### src/verilog/hxr_regs.vh
/*
 * register offsets, frame codes, reset values and timing counts of the
 * hex register responder.
 * assumes: included by bare name from the design files of the block.
 */
`ifndef HXR_REGS_VH
`define HXR_REGS_VH

// ----------------------------------------------------------------
// register identifiers
// ----------------------------------------------------------------
`define HXR_REG_RADIO_ENABLE 16'h0090
`define HXR_REG_RADIO_CAPS 16'h0150
`define HXR_REG_DEVICE_STATE 16'h0201
`define HXR_REG_NETWORK_MODE 16'h200E
`define HXR_REG_REMOTE_LIMIT 16'h2015
`define HXR_REG_MAX_BATT 16'hEDF0

// ----------------------------------------------------------------
// value and header field widths in bytes
// ----------------------------------------------------------------
`define HXR_LEN_BYTE 3'h1
`define HXR_LEN_HALF 3'h2
`define HXR_LEN_WORD 3'h4
`define HXR_LEN_HDR 3'h3

// ----------------------------------------------------------------
// capability field
// ----------------------------------------------------------------
`define HXR_CAPS_MSB 8
`define HXR_CAPS_DEFAULT 32'h000001FF

// ----------------------------------------------------------------
// reset values
// ----------------------------------------------------------------
`define HXR_RST_RADIO_ENABLE 8'h01
`define HXR_RST_NETWORK_MODE 8'h00
`define HXR_RST_REMOTE_LIMIT 16'h0000
`define HXR_RST_MAX_BATT 16'h01F4

// ----------------------------------------------------------------
// frame codes
// ----------------------------------------------------------------
`define HXR_CH_START 8'h3A
`define HXR_CH_END 8'h0A
`define HXR_CMD_ERROR 4'h4
`define HXR_CMD_GET 4'h7
`define HXR_CMD_SET 4'h8
`define HXR_CMD_ASYNC 4'hA
`define HXR_FRAME_SUM 8'h55
`define HXR_FRAME_ERR_BYTE 8'hAA
`define HXR_FLAG_OK 8'h00
`define HXR_FLAG_UNKNOWN 8'h01
`define HXR_MAX_RX_BYTES 4'h8

// ----------------------------------------------------------------
// timing
// ----------------------------------------------------------------
`define HXR_CLK_HZ 64'd100000000
`define HXR_TIMEOUT_S 64'd60
`define HXR_TIMEOUT_CYCLES (`HXR_TIMEOUT_S * `HXR_CLK_HZ)

`endif

### src/verilog/hxr_fifo.v
/*
 * small flip-flop fifo for the transmit character stream.
 * assumes: one clock, synchronous active-low reset, ce freezes state.
 */
`timescale 1ns/1ns
`default_nettype none

module hxr_fifo #(
  parameter WIDTH = 8,
  parameter DEPTH = 4,
  parameter AW = 2
) (
  // clock and reset
  input wire clock,
  input wire reset_n,
  input wire ce,
  // fill side
  input wire [WIDTH-1:0] in_data,
  input wire in_valid,
  output wire in_ready,
  // drain side
  output wire [WIDTH-1:0] out_data,
  output wire out_valid,
  input wire out_ready
);

  reg [WIDTH-1:0] mem [0:DEPTH-1];
  reg [AW-1:0] wr_ptr;
  reg [AW-1:0] rd_ptr;
  reg [AW:0] count;
  wire push;
  wire pop;

  assign in_ready = (count != DEPTH[AW:0]);
  assign out_valid = (count != {(AW+1){1'b0}});
  assign out_data = mem[rd_ptr];
  assign push = in_valid && in_ready && ce;
  assign pop = out_valid && out_ready && ce;

  always @(posedge clock) begin
    if (!reset_n) begin
      wr_ptr <= {AW{1'b0}};
      rd_ptr <= {AW{1'b0}};
      count <= {(AW+1){1'b0}};
    end else begin
      if (push) begin
        mem[wr_ptr] <= in_data;
        wr_ptr <= (wr_ptr == DEPTH[AW-1:0] - 1'b1) ? {AW{1'b0}} :
          wr_ptr + 1'b1;
      end
      if (pop)
        rd_ptr <= (rd_ptr == DEPTH[AW-1:0] - 1'b1) ? {AW{1'b0}} :
          rd_ptr + 1'b1;
      if (push && !pop)
        count <= count + 1'b1;
      else if (pop && !push)
        count <= count - 1'b1;
    end
  end

endmodule // hxr_fifo

`default_nettype wire

### src/verilog/hxr_responder.v
/*
 * hex register responder: parses ascii-hex get/set frames, answers them,
 * reports device state changes unrequested, and keeps the charge limit.
 * assumes: rx characters come from logic on the same clock; tx characters
 * leave through a 4-deep fifo to a consumer that may stall.
 */
`timescale 1ns/1ns
`default_nettype none
`include "hxr_regs.vh"

module hxr_responder #(
  parameter [63:0] TIMEOUT_CYCLES = `HXR_TIMEOUT_CYCLES,
  parameter [31:0] CAPS = `HXR_CAPS_DEFAULT,
  parameter FIFO_DEPTH = 4
) (
  // clock and reset
  input wire clock,
  input wire reset_n,
  input wire ce,
  // received characters
  input wire [7:0] rx_data,
  input wire rx_valid,
  output wire rx_ready,
  // transmitted characters
  output wire [7:0] tx_data,
  output wire tx_valid,
  input wire tx_ready,
  // charger side
  input wire [7:0] device_state,
  output reg [15:0] effective_limit,
  output reg remote_active,
  output reg radio_on
);

  // ----------------------------------------------------------------
  // parser
  // ----------------------------------------------------------------
  localparam [2:0] P_IDLE = 3'b001;
  localparam [2:0] P_CMD = 3'b010;
  localparam [2:0] P_DATA = 3'b100;

  reg [2:0] p_state;
  reg [3:0] p_cmd;
  reg [3:0] p_hi;
  reg p_half;
  reg p_bad;
  reg [3:0] p_cnt;
  reg [7:0] p_sum;
  reg [7:0] rb [0:7];
  reg f_done;
  reg f_resp;
  reg r_err;
  reg [3:0] r_cmd;
  reg [15:0] r_id;
  reg [7:0] r_flags;
  reg [7:0] radio_enable;
  reg [7:0] network_mode;
  reg [15:0] remote_limit;
  reg [15:0] max_batt;
  reg [63:0] idle_cnt;
  reg [7:0] last_state;
  reg st_chg;
  reg t_busy;
  reg [3:0] t_cmd;
  reg [2:0] t_len;
  reg [55:0] t_bytes;
  reg [7:0] t_chk;
  reg [4:0] t_step;
  wire fifo_in_ready;
  wire rx_take;
  wire [4:0] hv;
  wire [7:0] new_byte;
  wire frame_ok;

  function [4:0] hex_val;
    input [7:0] c;
    begin
      if (c >= 8'h30 && c <= 8'h39)
        hex_val = {1'b1, c[3:0]};
      else if (c >= 8'h41 && c <= 8'h46)
        hex_val = {1'b1, c[3:0] + 4'h9};
      else
        hex_val = 5'h00;
    end
  endfunction

  function [7:0] hex_char;
    input [3:0] n;
    begin
      hex_char = (n < 4'hA) ? 8'h30 + {4'h0, n} : 8'h37 + {4'h0, n};
    end
  endfunction

  // a response is built while nothing else is in flight; holding rx off
  // avoids a second response buffer
  assign rx_ready = !t_busy && !f_done && !f_resp;
  assign rx_take = rx_valid && rx_ready && ce;
  assign hv = hex_val(rx_data);
  assign new_byte = {p_hi, hv[3:0]};
  assign frame_ok = (p_sum == `HXR_FRAME_SUM) && !p_half && !p_bad &&
    (p_cnt != 4'h0);

  always @(posedge clock) begin
    if (!reset_n) begin
      p_state <= P_IDLE;
      p_cmd <= 4'h0;
      p_hi <= 4'h0;
      p_half <= 1'b0;
      p_bad <= 1'b0;
      p_cnt <= 4'h0;
      p_sum <= 8'h00;
      f_done <= 1'b0;
    end else if (ce) begin
      f_done <= 1'b0;
      if (rx_take) begin
        if (rx_data == `HXR_CH_START) begin
          p_state <= P_CMD;
          p_half <= 1'b0;
          p_bad <= 1'b0;
          p_cnt <= 4'h0;
        end else begin
          case (p_state)
            P_CMD: begin
              p_state <= hv[4] ? P_DATA : P_IDLE;
              p_cmd <= hv[3:0];
              p_sum <= {4'h0, hv[3:0]};
            end
            P_DATA: begin
              if (rx_data == `HXR_CH_END) begin
                p_state <= P_IDLE;
                f_done <= 1'b1;
              end else if (!hv[4]) begin
                p_state <= P_IDLE;
              end else if (!p_half) begin
                p_hi <= hv[3:0];
                p_half <= 1'b1;
              end else begin
                p_half <= 1'b0;
                p_sum <= p_sum + new_byte;
                if (p_cnt == `HXR_MAX_RX_BYTES)
                  p_bad <= 1'b1;
                else begin
                  rb[p_cnt[2:0]] <= new_byte;
                  p_cnt <= p_cnt + 4'h1;
                end
              end
            end
            P_IDLE: p_state <= P_IDLE;
            default: p_state <= P_IDLE;
          endcase
        end
      end
    end
  end

  // ----------------------------------------------------------------
  // register file and frame execution
  // ----------------------------------------------------------------
  reg rd_ok;
  reg [2:0] rd_len;
  reg [31:0] rd_val;
  wire [15:0] f_id;
  wire [15:0] f_wval;
  wire is_cmd;

  assign f_id = {rb[1], rb[0]};
  assign f_wval = {rb[4], rb[3]};
  assign is_cmd = (p_cnt >= 4'h4) &&
    (p_cmd == `HXR_CMD_GET || p_cmd == `HXR_CMD_SET);

  always @* begin
    rd_ok = 1'b1;
    rd_len = `HXR_LEN_BYTE;
    rd_val = 32'h00000000;
    case (r_id)
      `HXR_REG_RADIO_ENABLE: rd_val = {24'h000000, radio_enable};
      `HXR_REG_RADIO_CAPS: begin
        rd_len = `HXR_LEN_WORD;
        rd_val = {{(31-`HXR_CAPS_MSB){1'b0}}, CAPS[`HXR_CAPS_MSB:0]};
      end
      `HXR_REG_DEVICE_STATE: rd_val = {24'h000000, device_state};
      `HXR_REG_NETWORK_MODE: rd_val = {24'h000000, network_mode};
      `HXR_REG_REMOTE_LIMIT: begin
        rd_len = `HXR_LEN_HALF;
        rd_val = {16'h0000, remote_limit};
      end
      `HXR_REG_MAX_BATT: begin
        rd_len = `HXR_LEN_HALF;
        rd_val = {16'h0000, max_batt};
      end
      default: rd_ok = 1'b0;
    endcase
  end

  always @(posedge clock) begin
    if (!reset_n) begin
      f_resp <= 1'b0;
      r_err <= 1'b0;
      r_cmd <= 4'h0;
      r_id <= 16'h0000;
      r_flags <= 8'h00;
      radio_enable <= `HXR_RST_RADIO_ENABLE;
      network_mode <= `HXR_RST_NETWORK_MODE;
      remote_limit <= `HXR_RST_REMOTE_LIMIT;
      max_batt <= `HXR_RST_MAX_BATT;
      remote_active <= 1'b0;
      idle_cnt <= 64'h0;
    end else if (ce) begin
      // a reply waits out an async report loaded in the same cycle
      f_resp <= (f_done && (!frame_ok || is_cmd)) || (f_resp && t_busy);
      if (f_done) begin
        r_err <= !frame_ok;
        r_cmd <= p_cmd;
        r_id <= f_id;
        r_flags <= rb[2];
      end
      // no frames for a minute drops remote control
      if (f_done && frame_ok)
        idle_cnt <= 64'h0;
      else if (remote_active && idle_cnt >= TIMEOUT_CYCLES - 64'h1) begin
        remote_active <= 1'b0;
        idle_cnt <= 64'h0;
      end else if (remote_active)
        idle_cnt <= idle_cnt + 64'h1;
      if (f_done && frame_ok && is_cmd && p_cmd == `HXR_CMD_SET &&
          p_cnt >= 4'h5) begin
        case (f_id)
          `HXR_REG_RADIO_ENABLE: radio_enable <= {7'h00, rb[3][0]};
          `HXR_REG_NETWORK_MODE: network_mode <= rb[3];
          `HXR_REG_REMOTE_LIMIT: begin
            remote_limit <= f_wval;
            remote_active <= 1'b1;
          end
          `HXR_REG_MAX_BATT: max_batt <= f_wval;
          default: max_batt <= max_batt;
        endcase
      end
    end
  end

  always @(posedge clock) begin
    if (!reset_n) begin
      effective_limit <= `HXR_RST_MAX_BATT;
      radio_on <= 1'b0;
    end else if (ce) begin
      if (remote_active && remote_limit < max_batt)
        effective_limit <= remote_limit;
      else
        effective_limit <= max_batt;
      radio_on <= (radio_enable == 8'h01);
    end
  end

  // ----------------------------------------------------------------
  // response and report loading
  // ----------------------------------------------------------------
  reg ld_go;
  reg ld_async;
  reg [3:0] ld_cmd;
  reg [2:0] ld_len;
  reg [55:0] ld_bytes;
  reg [7:0] ld_sum;
  integer i;

  always @* begin
    ld_go = 1'b0;
    ld_async = 1'b0;
    ld_cmd = 4'h0;
    ld_len = 3'h0;
    ld_bytes = 56'h0;
    if (f_resp && !t_busy) begin
      ld_go = 1'b1;
      if (r_err) begin
        ld_cmd = `HXR_CMD_ERROR;
        ld_len = `HXR_LEN_HALF;
        ld_bytes = {40'h0, `HXR_FRAME_ERR_BYTE, `HXR_FRAME_ERR_BYTE};
      end else begin
        ld_cmd = r_cmd;
        ld_len = rd_ok ? `HXR_LEN_HDR + rd_len : `HXR_LEN_HDR;
        ld_bytes = {rd_val, rd_ok ? r_flags : `HXR_FLAG_UNKNOWN, r_id};
      end
    end else if (!t_busy && !f_done && !f_resp && st_chg) begin
      ld_go = 1'b1;
      ld_async = 1'b1;
      ld_cmd = `HXR_CMD_ASYNC;
      ld_len = `HXR_LEN_HDR + `HXR_LEN_BYTE;
      ld_bytes = {24'h0, device_state, `HXR_FLAG_OK,
        `HXR_REG_DEVICE_STATE};
    end
    ld_sum = {4'h0, ld_cmd};
    for (i = 0; i < 7; i = i + 1)
      if (i < ld_len)
        ld_sum = ld_sum + ld_bytes[i*8 +: 8];
  end

  // ----------------------------------------------------------------
  // character serialiser into the fifo
  // ----------------------------------------------------------------
  reg [7:0] t_char;
  wire [4:0] t_last;
  wire [4:0] t_off;
  wire [2:0] t_idx;
  wire [7:0] t_byte;

  assign t_last = {1'b0, t_len, 1'b0} + 5'h4;
  assign t_off = t_step - 5'h2;
  assign t_idx = t_off[3:1];
  assign t_byte = (t_idx == t_len) ? t_chk : t_bytes[t_idx*8 +: 8];

  always @* begin
    if (t_step == 5'h0)
      t_char = `HXR_CH_START;
    else if (t_step == 5'h1)
      t_char = hex_char(t_cmd);
    else if (t_step == t_last)
      t_char = `HXR_CH_END;
    else if (!t_off[0])
      t_char = hex_char(t_byte[7:4]);
    else
      t_char = hex_char(t_byte[3:0]);
  end

  always @(posedge clock) begin
    if (!reset_n) begin
      t_busy <= 1'b0;
      t_cmd <= 4'h0;
      t_len <= 3'h0;
      t_bytes <= 56'h0;
      t_chk <= 8'h00;
      t_step <= 5'h0;
      last_state <= 8'h00;
      st_chg <= 1'b0;
    end else if (ce) begin
      last_state <= device_state;
      // a change in the load cycle is kept for the next report
      if (device_state != last_state)
        st_chg <= 1'b1;
      else if (ld_async)
        st_chg <= 1'b0;
      if (ld_go) begin
        t_busy <= 1'b1;
        t_cmd <= ld_cmd;
        t_len <= ld_len;
        t_bytes <= ld_bytes;
        t_chk <= `HXR_FRAME_SUM - ld_sum;
        t_step <= 5'h0;
      end else if (t_busy && fifo_in_ready) begin
        t_step <= t_step + 5'h1;
        if (t_step == t_last)
          t_busy <= 1'b0;
      end
    end
  end

  hxr_fifo #(
    .WIDTH(8),
    .DEPTH(FIFO_DEPTH),
    .AW(2)
  ) u_tx_fifo (
    .clock(clock),
    .reset_n(reset_n),
    .ce(ce),
    .in_data(t_char),
    .in_valid(t_busy),
    .in_ready(fifo_in_ready),
    .out_data(tx_data),
    .out_valid(tx_valid),
    .out_ready(tx_ready)
  );

endmodule // hxr_responder

`default_nettype wire
### config.mk
export PLATFORM = sky130hd
export DESIGN_NAME = hxr_responder
export DESIGN_NICKNAME = d
export VERILOG_FILES = /design/src/verilog/hxr_fifo.v /design/src/verilog/hxr_responder.v
export VERILOG_INCLUDE_DIRS = /design/src /design/src/verilog
export SDC_FILE = /design/constraint.sdc
export NUM_CORES = 1
export LEC_CHECK = 0
export BUFFER_PORTS_ARGS = -buffer_cell sky130_fd_sc_hd__buf_2
export CAP_MARGIN = 20
export CELL_PAD_IN_SITES_DETAIL_PLACEMENT = 1
export CELL_PAD_IN_SITES_GLOBAL_PLACEMENT = 1
export CORE_ASPECT_RATIO = 0.75
export CORE_MARGIN = 4
export CORE_UTILIZATION = 53
export CTS_CLUSTER_SIZE = 14
export DETAILED_ROUTE_END_ITERATION = 10
export PLACE_DENSITY = 0.85
export SETUP_SLACK_MARGIN = 0.2
export SYNTH_ARGS = -nofsm -noshare
export SYNTH_HDL_FRONTEND = slang
export SYNTH_HIERARCHICAL = 1
export SYNTH_SLANG_ARGS = --single-unit
### constraint.sdc
create_clock -name clock -period 12.45 [get_ports clock]
set_input_delay 1.8675 -clock clock [delete_from_list [all_inputs] [get_ports clock]]
set_output_delay 1.8675 -clock clock [all_outputs]
set_load 0.1 [all_outputs]
# --- Word level (Yosys, flattened, before mapping) ---
# Memory sizes are Yosys's and may differ from the RTL's. A register that Yosys moved wholly into a read port is not among the register bits.
# Cells that the tools add are included.
op_classes:
  n_bitwise: 3
  addsub: 26
  eq_ne: 31
  shift: 1
  mux: 98
  n_lt_le_gt_ge: 18
  reduce_logical: 70
op_table:
  columns: ["op", "count"]
  rows:
  - ["64-bit 2-to-1 mux", 3]
  - ["56-bit 2-to-1 mux", 2]
  - ["8-bit 2-to-1 mux", 12]
  - ["16-bit one-hot mux with 6 select lines", 1]
  - ["64-bit by 1-bit adder with 64-bit output (second input constant)", 1]
  - ["16-bit by 14-bit == test with 1-bit output (second input constant)", 4]
  - ["64-bit by 33-bit >= comparator with 1-bit output (second input constant)", 1]
  - ["8-bit adder", 7]
  - ["56-bit by 7-bit indexed part select with 8-bit output", 1]
  - ["7-bit 2-to-1 mux", 7]
  - ["6-bit by 4-bit adder with 7-bit output (first input constant)", 6]
  - ["1-bit 2-to-1 mux", 41]
  - ["4-bit 2-to-1 mux", 9]
  - ["16-bit == test (second input constant)", 2]
  - ["16-bit by 8-bit == test with 1-bit output (second input constant)", 2]
  - ["32-bit 2-to-1 mux", 1]
  - ["3-bit 2-to-1 mux", 10]
  - ["7-bit AND reduction", 4]
  - ["1-bit logical AND", 26]
  - ["5-bit 2-to-1 mux", 4]
  - ["3-bit AND reduction", 6]
  - ["2-bit nonzero test", 9]
  - ["16-bit by 10-bit == test with 1-bit output (second input constant)", 1]
  - ["16-bit by 9-bit == test with 1-bit output (second input constant)", 1]
  - ["other kinds (51)", 86]
word_totals:
  in_bits: 21
  n_memories: 2
  wordCells: 280
  output_inout_bits: 28
  ff_bits: 264
  ram_bits: 92
mem_list:
  columns: ["memory", "words", "word_bits", "read_ports", "rd_clocked_by_memory_dff", "wr", "line_no", "rtl"]
  rows:
  - ["rb", 8, 8, 5, 1, 1, "hxr_responder.v:49", "reg [7:0] rb [0:7];"]
  - ["u_tx_fifo.mem", 4, 7, 1, 1, 1, "hxr_fifo.v:27", "reg [WIDTH-1:0] mem [0:DEPTH-1];"]

# --- Depth between registers and ports, before layout ---
# Gate-level depths: netlist (run 1).
depth:
  depth_word: 22
  depth_mapped: 35
  mapped_depth_nobuf: 34

# --- Modules after synthesis ---
# Netlist (run 1), hierarchy kept.
by_module_without_submodules:
  columns: ["mod", "instances", "seq_area_each_um2", "cells_each", "area_per_inst_um2"]
  rows:
  - ["hxr_responder", 1, 6185.9, 1804, 15527.4]
  - ["hxr_fifo", 1, 1141.1, 93, 1637.8]

# --- Worst setup path before layout (run 1) ---
# Ideal clock, no wire load.
synth_timing:
  kind: "register to register"
  from: "register t_busy"
  to: "register t_chk[7]"
  period_less_slack_ps: 8553
  t_required_ps: 12354
  n_path_buf: 0
  path_slack_ps: 3897
  path_stages_with_launch: 29
  t_arrival_ps: 8457
  setup_ps: 96
  path_cell_list: "dfxtp_1 nor3_1 nand2_1 nand2_1 ha_1 fa_1 and2_1 inv_1 fa_1 nor2_1 ha_1 a21o_1 a21o_1 a21o_1 a21oi_1 xnor2_1 a21o_1 ha_1 nor2b_1 a221oi_1 a31oi_1 ha_1 or2_2 a21oi_1 nor3b_2 xnor2_1 xnor2_1 nor3_1 o41ai_2"
synth_via:
  elab_chain_cells: 21
  elab_cells_between_ends: 36
  classes_between: "8 x add/sub; 7 x order compare; 15 x mux; 6 x reduce/logical"
synth_lines:
  columns: ["item", "line_no", "rtl"]
  rows:
  - ["from (decl)", "hxr_responder.v:63", "reg t_busy;"]
  - ["from (signal assigned)", "hxr_responder.v:325", "t_busy <= 1'b0;"]
  - ["from (signal assigned)", "hxr_responder.v:341", "t_busy <= 1'b1;"]
  - ["from (signal assigned)", "hxr_responder.v:350", "t_busy <= 1'b0;"]
  - ["1-bit zero test *", null, null]
  - ["1-bit logical AND * (2 in series)", null, null]
  - ["via rx_ready", "hxr_responder.v:23", "output wire rx_ready,"]
  - ["1-bit logical AND *", "hxr_responder.v:282", "end else if (!t_busy && !f_done && !f_resp && st_chg) begin"]
  - ["32-bit 2-to-1 mux *", "hxr_responder.v:282", null]
  - ["56-bit 2-to-1 mux *", "hxr_responder.v:271", "if (f_resp && !t_busy) begin"]
  - ["via ld_bytes[0]", "hxr_responder.v:261", "reg [55:0] ld_bytes;"]
  - ["4-bit by 8-bit adder with 8-bit output *", "hxr_responder.v:293", "ld_sum = ld_sum + ld_bytes[i*8 +: 8];"]
  - ["(+6 left out)", null, null]
  - ["8-bit 2-to-1 mux *", "hxr_responder.v:292", "if (i < ld_len)"]
  - ["8-bit adder", "hxr_responder.v:293", null]
  - ["8-bit 2-to-1 mux *", "hxr_responder.v:292", null]
  - ["8-bit adder", "hxr_responder.v:293", null]
  - ["8-bit 2-to-1 mux *", "hxr_responder.v:292", null]
  - ["8-bit adder", "hxr_responder.v:293", null]
  - ["8-bit 2-to-1 mux *", "hxr_responder.v:292", null]
  - ["7-bit by 8-bit subtractor with 8-bit output (no line) *", null, null]
  - ["to (signal assigned)", "hxr_responder.v:345", "t_chk <= `HXR_FRAME_SUM - ld_sum;"]
  - ["to (decl)", "hxr_responder.v:67", "reg [7:0] t_chk;"]
# Mark *: on every way through the listed nets, which the timed path passes. The rest lies on a longest branch.
# A chain may end at the register's enable or synchronous reset.

# --- Worst setup path in the final report (run 1) ---
layout_timing:
  from: "register t_busy"
  to: "register t_chk[7]"
layout_via:
  elab_cells_between_ends: 36
  classes_between: "8 x add/sub; 7 x order compare; 15 x mux; 6 x reduce/logical"
layout_lines:
  columns: ["item", "line_no", "rtl"]
  rows:
  - ["1-bit zero test *", "hxr_responder.v:271", null]
  - ["1-bit logical AND *", "hxr_responder.v:271", null]
  - ["4-bit 2-to-1 mux *", "hxr_responder.v:271", null]
  - ["via ld_cmd[0]", "hxr_responder.v:259", "reg [3:0] ld_cmd;"]
  - ["4-bit by 8-bit adder with 8-bit output", "hxr_responder.v:293", null]
  - ["8-bit 2-to-1 mux *", "hxr_responder.v:292", null]
  - ["8-bit adder", "hxr_responder.v:293", null]
  - ["8-bit 2-to-1 mux *", "hxr_responder.v:292", null]
  - ["(+3 left out)", null, null]
  - ["8-bit 2-to-1 mux *", "hxr_responder.v:292", null]
  - ["8-bit adder", "hxr_responder.v:293", null]
  - ["8-bit 2-to-1 mux *", "hxr_responder.v:292", null]
  - ["8-bit adder", "hxr_responder.v:293", null]
  - ["8-bit 2-to-1 mux *", "hxr_responder.v:292", null]
  - ["8-bit adder", "hxr_responder.v:293", null]
  - ["8-bit 2-to-1 mux *", "hxr_responder.v:292", null]
  - ["7-bit by 8-bit subtractor with 8-bit output (no line) *", null, null]
# Marked as above.

==> results of run 1 <==
## worst paths after layout
check | startpoint | end | slack [ns] | cells past startpoint
worst min-delay path | idle_cnt[48] | idle_cnt[48] | 0.45 | 1
worst max-delay path | t_busy | t_chk[7] | 4.64 | 30
worst max register to register | t_busy | t_chk[7] | 4.64 | 30
worst min register to register | idle_cnt[48] | idle_cnt[48] | 0.45 | 1
## worst max-delay path: cells and delay by family (launching register included)
kind,cells,cell delay [ns]
xor gates and xnor gates,3,0.51
adders and majority gates,6,1.85
DFF,1,0.40
buffers and inverters,1,0.13
and+or+nand+nor,10,2.72
AOI/OAI and AO/OA,10,2.09
## sequential cells by signal (all words and copies together), names as in the netlist, 16 cells and up, named ones only
name             count
rb                  40
remote_limit        16
r_id                16
t_bytes             40
max_batt            16
u_tx_fifo/mem       32
effective_limit     16
idle_cnt            64
## power breakdown
group / internal (mW) / switching [mW] / leakage [nW]
combinational: 0.0416 / 0.109 / 4.28
clock: 0.612 / 0.453 / 0.568
sequential: 1.10 / 0.0118 / 2.71
total: 1.75 / 0.575 / 7.56
## per-layer routing
layer	track usage	up-vias	routed length, microns
li1	-	6830	-
met1	0.4103	7419	24500
met2	0.4943	385	24900
met3	0.04402	115	3016
met4	0.08838	0	1530
met5	0	-	0
## final cells by class
| class | instances | area share |
|---|---|---|
| Clock buffer | 47 | 0.05306 |
| Sequential cell | 330 | 0.3874 |
| Inverter | 60 | 0.01204 |
| Timing Repair Buffer | 74 | 0.02355 |
| Tap cell | 435 | 0.02878 |
| Multi-Input combinational cell | 1418 | 0.4874 |
| Clock inverter | 16 | 0.007741 |
## metrics by stage
step / cell area, sq um / total power, mW / utilization / instances / setup slack (ns)
floorplan: 17180 / 1.244 / - / 1900 / 3.897
global placement: 17690 / 1.278 / 0.5599 / 2309 / 5.231
detailed placement: 17700 / 1.284 / 0.5600 / 2310 / 4.802
CTS: 18850 / 2.337 / 0.5964 / 2373 / 4.712
global route: 18910 / 2.404 / 0.5985 / 2380 / 4.091
finish: 18910 / 2.328 / 0.5985 / 2380 / 4.640
## kinds of logic (layout without fill, tap and decap cells)
logic type | count (synthesis) | in the layout
AND/OR/NAND/NOR | 757 | 757
AO/OA/AOI/OAI | 414 | 414
flip-flops | 330 | 330
buffers and inverters | 152 | 197
multiplexers | 93 | 93
adder cells (fa/ha/maj) | 86 | 86
XOR/XNOR | 64 | 64
other | 1 | 4
## Yosys cell counts (all sizes together), types with 23 or more instances
library cell,n
a21o,24
nor3,51
and2,44
clkbuf,68
and3,34
o21ai,101
xnor2,43
edfxtp,72
dfxtp,258
inv,59
mux2i,63
nand3,46
a21oi,126
nand2,231
a211oi,29
ha,79
buf,24
nor4,23
a22oi,23
nor2,228
==> qor.csv, run 1 <==
stage,metric,value,unit
run_status,outcome,"finished, final reports clean",
timing,final setup TNS,0,ns
clocking,CTS H-tree depth,2,
floorplanning,Site Rows,56,
synthesis,multiplexer share of the synthesized area,0.06757,
detailed_routing,drt initial violations,1173,
timing,unrepaired setup endpoints after global routing,false,
cells_and_area,layout net count,2027,
cells_and_area,Layout area overhead,10.18,%
global_routing,initial antenna violation count,1,
job,Max Cap Viol,0,
synthesis,Main synth FF type,dfxtp_1,
timing,clk_skew,0.02509,ns
clocking,CTS tree,yes,
cells_and_area,FILL cells,3628,
power_and_ir_drop,Leak Pwr,7.559,nW
clocking,clk_lat worst skew,0.54,ns
floorplanning,core box area,31600,sq um
timing,Slew headroom,0.2431,
synthesis,post-synthesis sequential area ratio,0.4269,
worst_setup_path,Worst EP required,12.88,ns
global_routing,All-Layer GR Usage,0.2987,
clocking,CTS sink count,330,
global_routing,total grt overflow,0,
timing,endpoints failing hold,0,
detailed_routing,DRC,0,
timing,crit path time final,7.810,ns
placement,hpwl dp,38450,microns
synthesis,Yosys top cell by area,dfxtp_1,
power_and_ir_drop,Power Dens Cells,123.1,nW/um^2
detailed_routing,drt first pass iters,5,
timing,Hold Worst Slack,0.4544,ns
timing,Peak Freq,0.1280,GHz
floorplanning,die width,215.8,microns
synthesis,mapped cell area,17170,sq um
worst_setup_path,Most common cell on crit path,ha_1,
synthesis,simple-gate portion of the synthesized area,0.2105,
worst_setup_path,Worst path slowest cell,nor2_1,
floorplanning,Ports,49,
global_routing,global-route wire length before repair,84370,microns
timing,Slew @ Worst Pin,1.135,ns
detailed_routing,post-DR vias/cell,6.197,
floorplanning,Initial Util,0.5432,
floorplanning,die height,163.9,microns
cells_and_area,share of layout cells above drive strength 1,0.1008,
worst_setup_path,CP Max Fanout,15,
synthesis,ys async rst share,0,
detailed_routing,drt total wl,53950,microns
cells_and_area,Multi-input gate area,9218,sq um
timing,Final Max Slew Viols,0,
synthesis,Synth top area share,0.3009,
placement,port buffer count,48,
detailed_routing,DR WL/cell,22.67,microns
cells_and_area,"commonest non-fill, non-tap cell in the layout",dfxtp_1,
cells_and_area,most frequent cells in the layout,"258 x dfxtp_1, 231 x nand2_1, 225 x nor2_1",
synthesis,largest family of logic cells by synthesized area,simple AND/OR/NAND/NOR gates,
synthesis,area share of fa/ha/maj cells after synthesis,0.06575,
worst_setup_path,CP Class,reg2reg,
synthesis,Compound-Gate Fraction of Synth Area,0.1586,
clocking,clk root buf,clkbuf_16,
clocking,CTS Buf Count,36,
synthesis,YS warnings,6,
detailed_routing,Routed Antenna Nets,0,
synthesis,cell count after synthesis,1897,
clocking,"Reg clk slew, reported paths",0.06,ns
clocking,Resized Gates After CTS,0,
cells_and_area,register area,7327,sq um
cells_and_area,antenna cell count,0,
synthesis,Synth Area per Inst,9.049,sq um
worst_setup_path,"slowest stage delay, CP",0.85,ns
timing,final count of negative-setup-slack endpoints,0,
synthesis,#FFs+latches synth,330,
worst_setup_path,CP Launch Type,register,
floorplanning,area of the die,35360,sq um
min_path,Hold Crit Class,reg2reg,
worst_setup_path,Worst EP arrival,8.24,ns
clocking,Post-CTS Repair Setup Buffers,0,
synthesis,synth top area cells,"dfxtp_1 30%, edfxtp_1 13%, ha_1 5.8%, nand2_1 5.1%, nor2_1 5.0%",
worst_setup_path,Crit. End Element,register,
placement,Placer Congestion,0.8962,
timing,Final Cycle Share,0.6273,
clocking,CTS max path bufs,3,
synthesis,Yosys cell types,90,
synthesis,XOR/XNOR Fraction of Synth Area,0.03309,
synthesis,Post-synth EDFFs,72,
power_and_ir_drop,Peak supply drop,0.1166,mV
global_routing,largest net degree at the start of global routing,80,
clocking,hold_buf cts,0,
detailed_routing,total number of vias,14750,
global_routing,vias in the first global route,15310,
No activity file was read; power rests on OpenSTA's default activity.
==> run 2: changes to the inputs <==
--- a/config.mk
+++ b/config.mk
@@ -6,16 +6,17 @@
 export SDC_FILE = /design/constraint.sdc
 export NUM_CORES = 1
 export LEC_CHECK = 0
+export ABC_AREA = 1
 export BUFFER_PORTS_ARGS = -buffer_cell sky130_fd_sc_hd__buf_2
 export CAP_MARGIN = 20
 export CELL_PAD_IN_SITES_DETAIL_PLACEMENT = 1
 export CELL_PAD_IN_SITES_GLOBAL_PLACEMENT = 1
 export CORE_ASPECT_RATIO = 0.75
 export CORE_MARGIN = 4
-export CORE_UTILIZATION = 53
+export CORE_UTILIZATION = 47
 export CTS_CLUSTER_SIZE = 14
 export DETAILED_ROUTE_END_ITERATION = 10
-export PLACE_DENSITY = 0.85
+export PLACE_DENSITY = 0.79
 export SETUP_SLACK_MARGIN = 0.2
 export SYNTH_ARGS = -nofsm -noshare
 export SYNTH_HDL_FRONTEND = slang
==> constraint.sdc (replaced) <==
create_clock -name clock -period 7.5 [get_ports clock]
set_input_delay 1.125 -clock clock [delete_from_list [all_inputs] [get_ports clock]]
set_output_delay 1.125 -clock clock [all_outputs]
set_load 0.1 [all_outputs]
==> qor.csv, run 2 <==
stage,metric,value,unit,change
min_path,hold path depth,2,,+1
floorplanning,Ports,49,,unchanged
synthesis,mapped cell area,17760,sq um,+3.5%
synthesis,largest family of logic cells by synthesized area,simple AND/OR/NAND/NOR gates,,
detailed_routing,post-DR vias/cell,5.586,,-9.9%
synthesis,top-count cell post-synth,nand2_1,,
timing,unrepaired setup endpoints after global routing,false,,
global_routing,vias in the first global route,16700,,+9.0%
synthesis,commonest cells in the netlist,"430 x nand2_1, 306 x inv_1, 258 x dfxtp_1",,
worst_setup_path,Worst R2R Path Depth,47,,+57%
cells_and_area,max reg flops,64,,unchanged
global_routing,largest net degree at the start of global routing,80,,unchanged
clocking,"Reg clk slew, reported paths",0.06,ns,about the same
synthesis,Main synth FF type,dfxtp_1,,
worst_setup_path,FF-to-FF setup slack,0.81,ns,-3.83 ns
cells_and_area,most frequent cells in the layout,"430 x nand2_1, 306 x inv_1, 257 x dfxtp_1",,
floorplanning,core box area,37170,sq um,+18%
cells_and_area,Largest Register,idle_cnt,,
power_and_ir_drop,Power Dens Cells,203.8,nW/um^2,+66%
timing,clk_skew,0.01195,ns,-0.01314 ns
worst_setup_path,Worst path slowest cell,dfxtp_1,,
worst_setup_path,Worst EP arrival,7.10,ns,-1.14 ns
global_routing,global-route wire length before repair,91150,microns,+8.0%
clocking,CTS max path bufs,3,,unchanged
synthesis,Synth top area share,0.2908,,-0.01005
worst_setup_path,r2r startpoint,f_done,,
synthesis,Yosys top cell by area,dfxtp_1,,
placement,Placer Congestion,0.9226,,+2.9%
timing,Slew headroom,0.2527,,+0.009601
timing,Slew @ Worst Pin,1.111,ns,-0.02464 ns
synthesis,YS warnings,6,,unchanged
power_and_ir_drop,Peak supply drop,0.1307,mV,+12%
clocking,CTS Buf Count,36,,unchanged
worst_setup_path,"slowest stage delay, CP",0.42,ns,-0.43 ns
synthesis,ys async rst share,0,,unchanged
cells_and_area,layout net count,2510,,+24%
timing,endpoints failing hold,0,,unchanged
job,Max Cap Viol,0,,unchanged
detailed_routing,top routing layer in use,met4,,
synthesis,multiplexer share of the synthesized area,0,,-0.06757
synthesis,Post-synth EDFFs,72,,unchanged
detailed_routing,DR WL/cell,19.41,microns,-14%
clocking,hold_buf cts,0,,unchanged
worst_setup_path,CP Max Fanout,4,,-11
timing,Peak Freq,0.1495,GHz,+17%
floorplanning,area of the die,40990,sq um,+16%
clocking,CTS sink count,330,,unchanged
cells_and_area,Layout area overhead,10.91,%,
synthesis,area share of fa/ha/maj cells after synthesis,0.06355,,-0.002196
detailed_routing,met2 WL,25270,microns,+1.5%
synthesis,#FFs+latches synth,330,,unchanged
detailed_routing,Routed Antenna Nets,0,,unchanged
cells_and_area,antenna cell count,0,,unchanged
global_routing,total grt overflow,0,,unchanged
global_routing,All-Layer GR Usage,0.2764,,-0.02231
power_and_ir_drop,Design Power,4.015,mW,+72%
timing,final count of negative-setup-slack endpoints,0,,unchanged
worst_setup_path,Worst EP required,7.91,ns,-4.97 ns
timing,crit path time final,6.687,ns,-1.122 ns
worst_setup_path,Most common cell on crit path,inv_1,,
worst_setup_path,Crit. End Element,register,,
clocking,clk root buf,clkbuf_16,,
timing,Final Max Slew Viols,0,,unchanged
synthesis,post-synthesis sequential area ratio,0.4126,,-0.01426
cells_and_area,share of layout cells above drive strength 1,0.08234,,-0.01843
synthesis,Compound-Gate Fraction of Synth Area,0.1700,,+0.01140
synthesis,simple-gate portion of the synthesized area,0.2374,,+0.02693
cells_and_area,"commonest non-fill, non-tap cell in the layout",nand2_1,,
synthesis,synth top area cells,"dfxtp_1 29%, edfxtp_1 12%, nand2_1 9.1%, a21oi_1 6.8%, inv_1 6.5%",,
global_routing,initial antenna violation count,0,,-1
floorplanning,die height,176.3,microns,+7.6%
power_and_ir_drop,Leak Pwr,7.963,nW,+5.3%
clocking,clk_lat worst skew,0.53,ns,about the same
worst_setup_path,CP Class,reg2reg,,
floorplanning,Initial Util,0.4778,,-0.06543
clocking,CTS H-tree depth,2,,unchanged
min_path,hold_sp,idle_cnt[58],,
run_status,outcome,"finished, final reports clean",,
worst_setup_path,reg-to-reg endpoint,t_chk[7],,
timing,final setup TNS,0,ns,unchanged
detailed_routing,drt first pass iters,5,,unchanged
detailed_routing,met3 wire len,3302,microns,+9.5%
synthesis,Yosys cell types,62,,-31%
min_path,Hold Crit Class,reg2reg,,
synthesis,XOR/XNOR Fraction of Synth Area,0.02903,,-0.004064
detailed_routing,DRC,0,,unchanged
clocking,CTS tree,yes,,
placement,port buffer count,48,,unchanged
floorplanning,Site Rows,61,,+8.9%
detailed_routing,total number of vias,16390,,+11%
placement,hpwl dp,41900,microns,+9.0%
synthesis,Synth Area per Inst,7.468,sq um,-17%
timing,Final Cycle Share,0.8917,,+0.2644
min_path,Hold Path End,idle_cnt[58],,
detailed_routing,drt initial violations,1178,,+0.43%
floorplanning,die width,232.5,microns,+7.7%
cells_and_area,FILL cells,4711,,+30%
synthesis,cell count after synthesis,2378,,+25%
worst_setup_path,CP Launch Type,register,,
detailed_routing,Routed met1 length,27410,microns,+12%
detailed_routing,drt total wl,56940,microns,+5.5%
## run 2: cell types whose count changed after synthesis, moves of 30 or more
cell,change
a21oi_1,+118
nand3_1,+64
and2_1,-40
nand2_1,+199
and3_1,-33
inv_1,+247
mux2i_1,-63
o21ai_0,+120
nand4_1,+30
## run 2: how the worst max path moves through the flow
| stage | from | end | slack [ns] | depth (start not counted) |
|---|---|---|---|---|
| floorplan | t_busy | t_chk[7] | 1.16 | 45 |
| global placement | t_busy | t_chk[7] | 1.05 | 45 |
| detailed placement | t_busy | t_chk[7] | 0.63 | 45 |
| CTS | t_busy | t_chk[7] | 0.58 | 45 |
| global route | t_busy | t_chk[7] | 0.22 | 47 |
| finish | f_done | t_chk[7] | 0.81 | 47 |
## run 2: per-layer routing
metal  GRT usage  up-vias
met2      0.4388      350
met4     0.05426        0
met3     0.04065       75
met1      0.4043     8006
li1            -     7954
met5           0        -
## run 2: what timing repair did
item	in CTS	in global routing
buffers inserted	0	0
endpoints found under the setup margin	0	1
gates resized for setup	0	5
## run 2: area by class of cell
cell class / instances / area, sq um / share of cell area
clock buffers: 48 / 1007 / 0.05114
clock inverters: 16 / 203.9 / 0.01035
inverters: 315 / 1184 / 0.06009
multi-input cells: 1652 / 8910 / 0.4524
flip-flops and latches: 330 / 7328 / 0.3721
well taps: 504 / 630.6 / 0.03202
repair buffers: 68 / 432.9 / 0.02198
## run 2: worst max-delay path: cells and delay by family (launching register included)
kind	cells	cell delay [ns]
adders and majority gates	6	1.87
and+or+nand+nor	21	2.25
AOI/OAI and AO/OA	7	0.88
buffers and inverters	11	0.85
DFF	1	0.42
xor gates and xnor gates	2	0.30
## run 2: metrics by stage
stage	worst slack [ns]	hold slack, ns	std cells	cell area (sq um)	util
finish	0.8125	0.4397	2933	19700	0.5299
detailed placement	0.6319	0.4298	2865	18400	0.4951
floorplan	1.162	0.4138	2381	17770	-
CTS	0.5770	0.4412	2929	19620	0.5277
global placement	1.054	0.4224	2864	18400	0.4949
global route	0.2183	0.4588	2933	19700	0.5299
## run 2: logic make-up (layout without fill, tap and decap cells)
group | count (synthesis) | after routing
other | 1 | 4
xor gates and xnor gates | 58 | 58
AOI/OAI and AO/OA | 558 | 558
adders and majority gates | 86 | 86
DFF | 330 | 330
and+or+nand+nor | 946 | 946
buffers and inverters | 399 | 447
## run 2: power by group
part	switching, mW	internal [mW]	leakage (nW)	total [mW]
clock	0.740	1.11	0.587	1.85
combinational	0.242	0.0750	4.65	0.317
sequential	0.0170	1.83	2.73	1.84
total	0.998	3.02	7.96	4.01
==> run 3: changes to the inputs <==
--- a/config.mk
+++ b/config.mk
@@ -12,7 +12,6 @@
 export CELL_PAD_IN_SITES_DETAIL_PLACEMENT = 1
 export CELL_PAD_IN_SITES_GLOBAL_PLACEMENT = 1
 export CORE_ASPECT_RATIO = 0.75
-export CORE_MARGIN = 4
 export CORE_UTILIZATION = 47
 export CTS_CLUSTER_SIZE = 14
 export DETAILED_ROUTE_END_ITERATION = 10
==> qor.csv, run 3 (synthesis results as in run 2) <==
stage,metric,value,unit,change
detailed_routing,post-DR vias/cell,5.609,,+0.40%
clocking,CTS Buf Count,37,,+2.8%
clocking,hold_buf cts,0,,unchanged
cells_and_area,share of layout cells above drive strength 1,0.08422,,+0.001885
timing,endpoints failing hold,0,,unchanged
timing,Final Max Slew Viols,0,,unchanged
global_routing,global-route wire length before repair,91110,microns,about the same
power_and_ir_drop,Sw Share,0.2542,,+0.005496
timing,final count of negative-setup-slack endpoints,0,,unchanged
clocking,CTS H-tree depth,2,,unchanged
cells_and_area,antenna cell count,0,,unchanged
placement,hpwl dp,42070,microns,+0.41%
floorplanning,area of the die,38570,sq um,-5.9%
min_path,Hold Path End,idle_cnt[46],,
power_and_ir_drop,Leak Pwr,7.971,nW,+0.10%
worst_setup_path,CP Max Fanout,4,,unchanged
clocking,CTS sink count,330,,unchanged
cells_and_area,Largest Register,idle_cnt,,
timing,final setup TNS,0,ns,unchanged
worst_setup_path,Worst EP required,7.92,ns,about the same
timing,Slew headroom,0.3386,,+0.08597
cells_and_area,most frequent cells in the layout,"430 x nand2_1, 306 x inv_1, 257 x dfxtp_1",,
floorplanning,die width,226.5,microns,-2.6%
worst_setup_path,r2r startpoint,f_done,,
worst_setup_path,Worst EP arrival,6.97,ns,-0.13 ns
power_and_ir_drop,P_sw,1.030,mW,+3.2%
power_and_ir_drop,clock power share,0.467,,+0.005
power_and_ir_drop,Power Dens Cells,205.4,nW/um^2,+0.76%
min_path,Hold Crit Class,reg2reg,,
worst_setup_path,CP Launch Type,register,,
worst_setup_path,FF-to-FF setup slack,0.95,ns,+0.13 ns
floorplanning,Initial Util,0.4778,,unchanged
floorplanning,Site Rows,61,,unchanged
worst_setup_path,reg-to-reg endpoint,t_chk[7],,
worst_setup_path,Most common cell on crit path,inv_1,,
clocking,"Reg clk slew, reported paths",0.06,ns,about the same
detailed_routing,drt total wl,57480,microns,+0.96%
global_routing,vias in the first global route,16660,,-0.25%
run_status,outcome,"finished, final reports clean",,
global_routing,initial antenna violation count,0,,unchanged
placement,Placer Congestion,0.9220,,about the same
global_routing,All-Layer GR Usage,0.3023,,+0.02593
clocking,clk root buf,clkbuf_16,,
worst_setup_path,Worst R2R Path Depth,47,,unchanged
min_path,hold_sp,idle_cnt[46],,
global_routing,largest net degree at the start of global routing,77,,-3.8%
floorplanning,Ports,49,,unchanged
detailed_routing,DR WL/cell,19.57,microns,+0.79%
worst_setup_path,"slowest stage delay, CP",0.43,ns,about the same
timing,crit path time final,6.553,ns,-0.1341 ns
cells_and_area,layout net count,2512,,+0.080%
power_and_ir_drop,Design Power,4.053,mW,+0.97%
global_routing,total grt overflow,0,,unchanged
timing,clk_skew,0.02141,ns,+0.009453 ns
detailed_routing,total number of vias,16480,,+0.57%
placement,port buffer count,48,,unchanged
detailed_routing,Routed Antenna Nets,0,,unchanged
worst_setup_path,Crit. End Element,register,,
power_and_ir_drop,Peak supply drop,0.1433,mV,+9.6%
timing,Slew @ Worst Pin,0.9906,ns,-0.1201 ns
timing,Peak Freq,0.1526,GHz,+2.0%
worst_setup_path,CP Class,reg2reg,,
power_and_ir_drop,Flop pwr share,0.455,,-0.004
worst_setup_path,Worst path slowest cell,dfxtp_1,,
job,Max Cap Viol,0,,unchanged
clocking,CTS max path bufs,3,,unchanged
cells_and_area,Layout area overhead,11.14,%,
detailed_routing,drt initial violations,1121,,-4.8%
detailed_routing,drt first pass iters,6,,+1
detailed_routing,DRC,0,,unchanged
clocking,CTS tree,yes,,
cells_and_area,"commonest non-fill, non-tap cell in the layout",nand2_1,,
floorplanning,die height,170.3,microns,-3.4%
timing,Final Cycle Share,0.8738,,-0.01788
min_path,hold path depth,2,,unchanged
power_and_ir_drop,design internal power,3.023,mW,+0.23%
floorplanning,core box area,37170,sq um,unchanged
power_and_ir_drop,Comb pwr share,0.078,,about the same
timing,unrepaired setup endpoints after global routing,false,,
clocking,clk_lat worst skew,0.55,ns,+0.02 ns
cells_and_area,max reg flops,64,,unchanged
[run 3: timing repair]
action | CTS | global route
setup endpoints to repair | 0 | 1
hold endpoints to repair | 0 | 0
buffers inserted | 0 | 0
gates resized for setup | 0 | 4
[run 3: final cells by class]
cell class                 instances  area [sq um]
clock inverter                    19         206.4
sequential                       330          7328
timing repair buffer              69         429.2
tap                              504         630.6
clock buffer                      49          1044
fill                            4740         17430
inverter                         315          1184
multi-input combinational       1652          8915
[run 3: per-layer routing]
| layer | GRT usage | vias to the layer above | routed length (microns) |
|---|---|---|---|
| met4 | 0.07667 | 0 | 1178 |
| met3 | 0.03798 | 86 | 2901 |
| li1 | - | 7972 | - |
| met5 | 0 | - | 0 |
| met2 | 0.4807 | 363 | 25450 |
| met1 | 0.4322 | 8057 | 27950 |
[run 3: metrics by stage]
stage	util	hold slack (ns)	instances	setup slack (ns)	cell area, sq um
after floorplan	-	0.4138	2381	1.162	17770
after global placement	0.4953	0.4257	2865	0.9708	18410
after detailed placement	0.4956	0.4260	2866	0.7118	18420
after CTS	0.5292	0.4368	2934	0.6479	19670
after global routing	0.5310	0.4598	2938	0.3105	19740
final	0.5310	0.4356	2938	0.9466	19740
[run 3: worst max-delay path by stage]
stage,from,endpoint,slack (ns),cells after the start
final,f_done,t_chk[7],0.95,47
after global routing,f_done,t_chk[7],0.31,47
after CTS,t_busy,t_chk[7],0.65,45
after detailed placement,t_busy,t_chk[7],0.71,45
after global placement,t_busy,t_chk[7],0.97,45
after floorplan,t_busy,t_chk[7],1.16,45
[run 3: power by group through the flow]
stage	clock network (mW)	logic, mW	registers [mW]
after global placement	0	0.299	1.88
final	1.89	0.316	1.84
after floorplan	0	0.221	1.89
after global routing	2.00	0.344	1.84
after CTS	1.93	0.311	1.84
after detailed placement	0	0.307	1.88
[run 3: worst max-delay path, delay by kind of cell (launching register included)]
kind | cells | cell delay [ns]
simple gates | 21 | 2.15
fa+ha+maj | 6 | 1.89
compound gates | 7 | 0.87
flops | 1 | 0.43
buf+inv | 11 | 0.82
xor+xnor | 2 | 0.28
